`config.mk`:
```
export PLATFORM = sky130hd
export DESIGN_NAME = svd_ctrl
export DESIGN_NICKNAME = d
export VERILOG_FILES = /design/src/design/svd_pkg.sv /design/src/design/svd_ctrl.sv
export SDC_FILE = /design/constraint.sdc
export NUM_CORES = 1
export LEC_CHECK = 0
export ABC_AREA = 1
export BUFFER_PORTS_ARGS = -buffer_cell sky130_fd_sc_hd__buf_2
export CAP_MARGIN = 20
export CORE_UTILIZATION = 45
export DETAILED_ROUTE_END_ITERATION = 10
export GPL_TIMING_DRIVEN = 0
export PLACE_DENSITY_LB_ADDON = 0.05
export SLEW_MARGIN = 20
export SYNTH_ARGS = -nofsm -noshare
export SYNTH_HDL_FRONTEND = slang
export SYNTH_SLANG_ARGS = --single-unit
```
`constraint.sdc`:
```
create_clock -name sys_clk_in -period 3.3 [get_ports sys_clk_in]
set_input_delay 0.165 -clock sys_clk_in [delete_from_list [all_inputs] [get_ports sys_clk_in]]
set_output_delay 0.165 -clock sys_clk_in [all_outputs]
set_load 0.05 [all_outputs]
```
`src/design/svd_pkg.sv`:
```
// ----------------------------------------
// supply voltage detector constants
// ----------------------------------------
package svd_pkg;
    localparam int unsigned ADDR_W        = 12;
    localparam int unsigned DATA_W        = 32;
    localparam int unsigned TRIP_W        = 4;
    // register byte offsets
    localparam logic [11:0] OFS_CTRL      = 12'h000;
    localparam logic [11:0] OFS_FLAGS2    = 12'h004;
    localparam logic [11:0] OFS_ENABLES2  = 12'h008;
    localparam logic [11:0] OFS_IRQ_CTRL  = 12'h00c;
    // control register fields
    localparam int unsigned TRIP_LSB      = 0;
    localparam int unsigned DIR_BIT       = 4;
    localparam int unsigned STABLE_BIT    = 6;
    localparam int unsigned DET_EN_BIT    = 7;
    // flag and enable registers
    localparam int unsigned DET_FLAG_BIT  = 2;
    localparam int unsigned DET_IE_BIT    = 2;
    localparam int unsigned GIE_BIT       = 7;
    // reset values
    localparam logic [3:0]  TRIP_RST      = 4'h0;
    localparam logic        BIT_RST       = 1'b0;
    localparam logic [31:0] RDATA_RST     = 32'h0000_0000;
    // reference start-up, timed on the independent reference tick
    localparam int unsigned REF_STARTUP_US = 20;
    localparam int unsigned REF_TICK_US    = 1;
    localparam int unsigned REF_STARTUP_TICKS =
        (REF_STARTUP_US + REF_TICK_US - 1) / REF_TICK_US;
    localparam int unsigned REF_CNT_W     = 8;
    localparam logic [7:0]  REF_CNT_ZERO  = 8'h00;
    localparam logic [7:0]  REF_CNT_ONE   = 8'h01;
    typedef enum logic [1:0] {
        SVD_REF_OFF,
        SVD_REF_STARTING,
        SVD_REF_STABLE
    } svd_ref_state_t;
endpackage : svd_pkg

```
`src/design/svd_ctrl.sv`:
```
// Functional notes
// (RULE1) software writes the 4-bit trip point in bits 3:0 before enabling
// (RULE2) direction 1 detects rise above trip point, 0 detects fall below
// (RULE3) setting detector enable switches the detector on
// (RULE4) software clears flag bit 2 after enabling, stale flag possible
// (RULE5) interrupt needs detector enable bit 2 and global enable bit 7
// (RULE6) no detector interrupt while reference-stable is clear
// (RULE7) software disables detector before changing direction or trip point
// (RULE8) start-up interval counted on clock-independent reference tick
// (RULE9) flag inhibited until start-up elapsed and reference stable
// (RULE10) crossings during start-up need not be latched
// (RULE11) reference switched off means full start-up again
// (RULE12) software may enable detector only for brief check windows
// (RULE13) enabled and stable crossing in chosen direction sets sticky flag
//
// The register addresses and the APB slave port were left to the implementer.
`timescale 1ns/100ps
`default_nettype none
module svd_ctrl
    import svd_pkg::*;
(
    input  wire logic              sys_clk_in,
    input  wire logic              rst_b_in,
    input  wire logic              psel_in,
    input  wire logic              penable_in,
    input  wire logic              pwrite_in,
    input  wire logic [11:0]       paddr_in,
    input  wire logic [31:0]       pwdata_in,
    output var  logic [31:0]       prdata_out,
    output var  logic              pready_out,
    output var  logic              pslverr_out,
    input  wire logic              ref_tick_in,
    input  wire logic              bor_ref_request_in,
    input  wire logic              supply_above_trip_in,
    output var  logic              detector_on_out,
    output var  logic              reference_on_out,
    output var  logic [3:0]        trip_point_select_out,
    output var  logic              direction_select_out,
    output var  logic              irq_out
);
    // ----------------------------------------
    // registers
    // ----------------------------------------
    logic [3:0]     trip_point_select;
    logic           direction_select;
    logic           detector_enable;
    logic           detector_flag;
    logic           detector_irq_enable;
    logic           global_irq_enable;
    logic [3:0]     next_trip_point_select;
    logic           next_direction_select;
    logic           next_detector_enable;
    logic           next_detector_flag;
    logic           next_detector_irq_enable;
    logic           next_global_irq_enable;
    logic [31:0]    next_prdata;
    logic           next_pready;
    logic           next_pslverr;
    logic           wr_strobe;
    logic           hit;
    logic           crossing;
    svd_ref_state_t ref_state;
    svd_ref_state_t next_ref_state;
    logic [7:0]     ref_cnt;
    logic [7:0]     next_ref_cnt;
    logic           reference_stable;
    logic           ref_request;
    logic           next_irq;

    assign wr_strobe        = psel_in & penable_in & pready_out & pwrite_in;
    assign reference_stable = (ref_state == SVD_REF_STABLE); // RULE10
    assign ref_request      = detector_enable | bor_ref_request_in; // RULE11
    assign hit = (paddr_in == OFS_CTRL) | (paddr_in == OFS_FLAGS2)
               | (paddr_in == OFS_ENABLES2) | (paddr_in == OFS_IRQ_CTRL);
    // level compare: direction 1 wants above, 0 wants below
    assign crossing = direction_select ? supply_above_trip_in // RULE2
                                       : ~supply_above_trip_in;

    // ----------------------------------------
    // apb slave, one wait-free access phase
    // ----------------------------------------
    always_comb
    begin
        next_pready  = psel_in & ~penable_in;
        next_pslverr = psel_in & ~penable_in & ~hit;
        next_prdata  = RDATA_RST;
        if (psel_in & ~penable_in & ~pwrite_in)
        begin
            case (paddr_in)
                OFS_CTRL:
                begin
                    next_prdata[TRIP_LSB +: TRIP_W] = trip_point_select;
                    next_prdata[DIR_BIT]            = direction_select;
                    next_prdata[STABLE_BIT]         = reference_stable;
                    next_prdata[DET_EN_BIT]         = detector_enable;
                end
                OFS_FLAGS2:   next_prdata[DET_FLAG_BIT] = detector_flag;
                OFS_ENABLES2: next_prdata[DET_IE_BIT]   = detector_irq_enable;
                OFS_IRQ_CTRL: next_prdata[GIE_BIT]      = global_irq_enable;
                default:      next_prdata = RDATA_RST;
            endcase
        end
    end

    always_ff @(posedge sys_clk_in or negedge rst_b_in)
    begin
        if (!rst_b_in)
        begin
            prdata_out  <= RDATA_RST;
            pready_out  <= BIT_RST;
            pslverr_out <= BIT_RST;
        end
        else
        begin
            prdata_out  <= next_prdata;
            pready_out  <= next_pready;
            pslverr_out <= next_pslverr;
        end
    end

    // ----------------------------------------
    // control and flag registers
    // ----------------------------------------
    always_comb
    begin
        next_trip_point_select   = trip_point_select;
        next_direction_select    = direction_select;
        next_detector_enable     = detector_enable;
        next_detector_flag       = detector_flag;
        next_detector_irq_enable = detector_irq_enable;
        next_global_irq_enable   = global_irq_enable;
        if (wr_strobe)
        begin
            case (paddr_in)
                OFS_CTRL:
                begin
                    next_trip_point_select = pwdata_in[TRIP_LSB +: TRIP_W]; // RULE1
                    next_direction_select  = pwdata_in[DIR_BIT]; // RULE2
                    next_detector_enable   = pwdata_in[DET_EN_BIT]; // RULE3
                end
                // writing 0 clears the flag, writing 1 leaves it alone
                OFS_FLAGS2:   next_detector_flag = detector_flag & pwdata_in[DET_FLAG_BIT];
                OFS_ENABLES2: next_detector_irq_enable = pwdata_in[DET_IE_BIT];
                OFS_IRQ_CTRL: next_global_irq_enable   = pwdata_in[GIE_BIT];
                default:      next_detector_flag = detector_flag;
            endcase
        end
        // set after the clear so a same-cycle event is kept
        if (detector_enable & reference_stable & crossing) // RULE9
            next_detector_flag = 1'b1; // RULE13
        next_irq = detector_flag & reference_stable // RULE6
                 & detector_irq_enable & global_irq_enable; // RULE5
    end

    always_ff @(posedge sys_clk_in or negedge rst_b_in)
    begin
        if (!rst_b_in)
        begin
            trip_point_select   <= TRIP_RST;
            direction_select    <= BIT_RST;
            detector_enable     <= BIT_RST;
            detector_flag       <= BIT_RST;
            detector_irq_enable <= BIT_RST;
            global_irq_enable   <= BIT_RST;
            irq_out             <= BIT_RST;
        end
        else
        begin
            trip_point_select   <= next_trip_point_select;
            direction_select    <= next_direction_select;
            detector_enable     <= next_detector_enable;
            detector_flag       <= next_detector_flag;
            detector_irq_enable <= next_detector_irq_enable;
            global_irq_enable   <= next_global_irq_enable;
            irq_out             <= next_irq;
        end
    end

    // ----------------------------------------
    // reference start-up timer
    // ----------------------------------------
    // counts reference ticks, not system clocks, so the interval
    // stays fixed whatever the system clock rate
    always_comb
    begin
        next_ref_state = ref_state;
        next_ref_cnt   = ref_cnt;
        case (ref_state)
            SVD_REF_OFF:
            begin
                next_ref_cnt = REF_CNT_ZERO;
                if (ref_request)
                    next_ref_state = SVD_REF_STARTING;
            end
            SVD_REF_STARTING:
            begin
                if (!ref_request) // RULE11
                begin
                    next_ref_state = SVD_REF_OFF;
                    next_ref_cnt   = REF_CNT_ZERO;
                end
                else if (ref_tick_in) // RULE8
                begin
                    next_ref_cnt = ref_cnt + REF_CNT_ONE;
                    if (ref_cnt == REF_CNT_W'(REF_STARTUP_TICKS - 1))
                        next_ref_state = SVD_REF_STABLE;
                end
            end
            SVD_REF_STABLE:
            begin
                if (!ref_request) // RULE11
                    next_ref_state = SVD_REF_OFF;
            end
            default: next_ref_state = SVD_REF_OFF;
        endcase
    end

    always_ff @(posedge sys_clk_in or negedge rst_b_in)
    begin
        if (!rst_b_in)
        begin
            ref_state             <= SVD_REF_OFF;
            ref_cnt               <= REF_CNT_ZERO;
            detector_on_out       <= BIT_RST;
            reference_on_out      <= BIT_RST;
            trip_point_select_out <= TRIP_RST;
            direction_select_out  <= BIT_RST;
        end
        else
        begin
            ref_state             <= next_ref_state;
            ref_cnt               <= next_ref_cnt;
            detector_on_out       <= next_detector_enable; // RULE3
            reference_on_out      <= next_ref_state != SVD_REF_OFF;
            trip_point_select_out <= next_trip_point_select;
            direction_select_out  <= next_direction_select;
        end
    end
endmodule : svd_ctrl
`default_nettype wire

```
==> reports/results.tsv <==
metric	value	unit
status	complete, no violations	
dieArea	3896	µm²
relSlewSlack	0.5589	
synth_area	1643	µm²
vias_per_cell	4.357	
ctsResizeCount	0	
htreeDepth	2	
finClkSkew	10.01	ps
grtUsageTotal	0.1870	
initialDrtViolationCount	53	
grt_pass1_wl	5.685	mm
synth_seq_area_share	0.4570	
gp_congestion	0.7997	
path_cells	or2_2, nand3_1, nand2_1, clkinv_2, o21ai_0, nand2_1, inv_1	
rsz0062_at_grt	no	
initial_core_util	0.4810	
peakVddDrop	0.3002	mV
yosysMostFrequentCell	nand2_1	
diodes	0	
endpoint_kind	flip-flop	
postRouteAntennaNets	0	
insertion_delay	330	ps
fmax	707.5	MHz
synth_edf_count	0	
nNetsFinal	327	
power.internal	579.4	µW
worst_pin_slew	661.7	ps
cpMostUsedCell	nand2_1	
utilization	0.6037	
power_density	431.7	nW/µm²
period_share	0.4283	
dieWidth	62.42	µm
cp_max_fo	8	
yosys_warnings	0	
post_cts_buffers	0	
synth_common_cells	nand2_1, dfrtp_1, inv_1, buf_4, nor2_1	
synthTopCellsByArea	dfrtp_1, buf_4, nand2_1, inv_1, nand3_1	
setup-violations-final	0	
die_h	62.42	µm
yosysTopAreaCellShare	0.4570	
grt_pass1_vias	1317	
ios	94	
max-clock-path-buffers	2	
dp_hpwl	2.398	mm
comb_power_share	0.264	
seqCellArea	750.7	µm²
drive_above_1_share	0.3187	
clk_pin_slew	90	ps
critical_path_required	3540	ps
crit_type	reg2reg	
wl_per_cell	9.705	µm
numCtsBuffers	5	
drc	0	
power_frac_clock	0.243	
dr.pass1.iters	4	
critPathMaxStageDelay	420	ps
area_delta_synth_final	25.51	%
p_sw_frac	0.3491	
start_kind	flip-flop	
synth_cell_type_count	26	
fp.coreArea	3416	µm²
synth_area_leader_cell	dfrtp_1	
fillers	324	
drv_cap	0	
maxSlewViolCount	0	
tns	0	ps
clockRootBuffer	clkbuf_4	
numClockSinks	30	
place.port_buffers	42	
antenna_found_initial	0	
arrival	1650	ps
power.leakage	0.001163	µW
min_path_type	in2reg	
multiInputGateArea	669.4	µm²
rows	21	
path_buf_inv	2	
layout_min_cycle_time	1414	ps
yosys_most_used_dff	dfrtp_1	
synthArstFlopShare	1.000	
switchingPower	310.7	µW
dpl_cell_area	2001	µm²
grt_start_max_net_pins	31	
cpMaxStageDelayCell	dfrtp_1	
syn_inst	200	
hold_viol	0	
cts_tree	built	
seqPwrFrac	0.493	
routed_wl	3.096	mm
vias	1390	
critPathTopFamily	simple AND/OR/NAND/NOR gates	
p_total	890.1	µW
stdcell_area	2062	µm²
ys_ff_latch	30	
syn_area_per_cell	8.214	µm²
grt_remaining_overflow	0	
[stage by stage]
stage	worst slack [ps]	hold slack (ps)	std cells
after detailed placement	1893	240.0	312
after global placement	1911	235.9	312
after floorplan	1809	-130.6	224
final	1886	40.90	319
after global routing	1757	32.71	319
after CTS	1884	20.33	319
[logic make-up after synthesis]
family / after synthesis / synth area share
buf+inv: 56 / 0.1904
fa+ha+maj: 1 / 0.007615
compound gates: 22 / 0.07997
simple gates: 88 / 0.2521
flops: 30 / 0.4570
other cells: 1 / 0.002283
xor+xnor: 2 / 0.01066
[routing by layer]
layer / vias up / track usage / routed length, µm
met5: - / 0 / 0
met4: 0 / 0.06977 / 40
met3: 5 / 0.08029 / 272
met2: 53 / 0.2731 / 1324
met1: 608 / 0.2450 / 1459
li1: 724 / - / -
[sequential cells by signal, summed over array words and instances (netlist names), 2 cells and up]
signal,cells
prdata_out,7
ref_cnt,8
trip_point_select_out,4
ref_state,2
[placed cells by master (no fill, tap or decap)]
| cell | Yosys | layout |
|---|---|---|
| ha_1 | 1 | 1 |
| nor3_1 | 7 | 7 |
| nand2_4 | 1 | 1 |
| conb_1 | 1 | 25 |
| xor2_1 | 2 | 2 |
| buf_4 | 25 | 25 |
| nor2_4 | 2 | 2 |
| nor2_2 | 1 | 1 |
| o21ai_0 | 13 | 13 |
| a22oi_1 | 1 | 1 |
| o22ai_1 | 1 | 1 |
| dlygate4sd3_1 | 0 | 1 |
| clkbuf_4 | 0 | 5 |
| nor2_1 | 20 | 20 |
| nor3_4 | 1 | 1 |
| buf_2 | 0 | 42 |
| buf_6 | 1 | 1 |
| nand4_1 | 2 | 2 |
| or2_2 | 1 | 1 |
| nand3_1 | 17 | 17 |
| nand3b_1 | 1 | 1 |
| inv_1 | 29 | 29 |
| o31ai_1 | 1 | 1 |
| o21ai_2 | 4 | 4 |
| clkbuf_8 | 0 | 1 |
| nand2_1 | 33 | 33 |
| nand2_2 | 2 | 2 |
| a21oi_1 | 2 | 2 |
| clkinv_2 | 1 | 1 |
| dfrtp_1 | 30 | 30 |
[cell type report]
| cell class | count | share of cell area |
|---|---|---|
| Sequential cell | 30 | 0.3641 |
| Clock buffer | 6 | 0.02488 |
| Tap cell | 46 | 0.02791 |
| Inverter | 30 | 0.05522 |
| Buffer | 26 | 0.09648 |
| Timing Repair Buffer | 43 | 0.1068 |
| Multi-Input combinational cell | 138 | 0.3246 |
[worst min-delay path: stages]
cell,delay (ps)
buf_2,80
nand2_2,50
o21ai_2,40
[power groups by stage]
stage	Combinational, µW	Clock, µW	Sequential [µW]
finish	235	216	439
global route	269	237	444
CTS	235	225	439
detailed placement	233	0	447
global placement	230	0	446
floorplan	182	0	446
[path summary, 6_finish.rpt]
check                                            start  cells after the start  slack, ps                                    to
max                        detector_on_out$_DFFE_PN0P_                      7       1890                ref_cnt[3]$_DFFE_PN0P_
min                                       pwdata_in[1]                      3         40  trip_point_select_out[1]$_DFFE_PN0P_
max reg2reg                detector_on_out$_DFFE_PN0P_                      7       1890                ref_cnt[3]$_DFFE_PN0P_
min reg2reg                  detector_flag$_DFFE_PN0P_                      2        520             detector_flag$_DFFE_PN0P_
max in group asynchronous                     rst_b_in                      2       2460                ref_state[1]$_DFF_PN0_
min in group asynchronous                     rst_b_in                      2        400                ref_cnt[6]$_DFFE_PN0P_
[what timing repair did]
item,CTS,global route
endpoints found under the setup margin,0,0
hold buffers,1,0
hold endpoints to repair,30,0
Note: power is estimated with default switching activity, not from simulation.
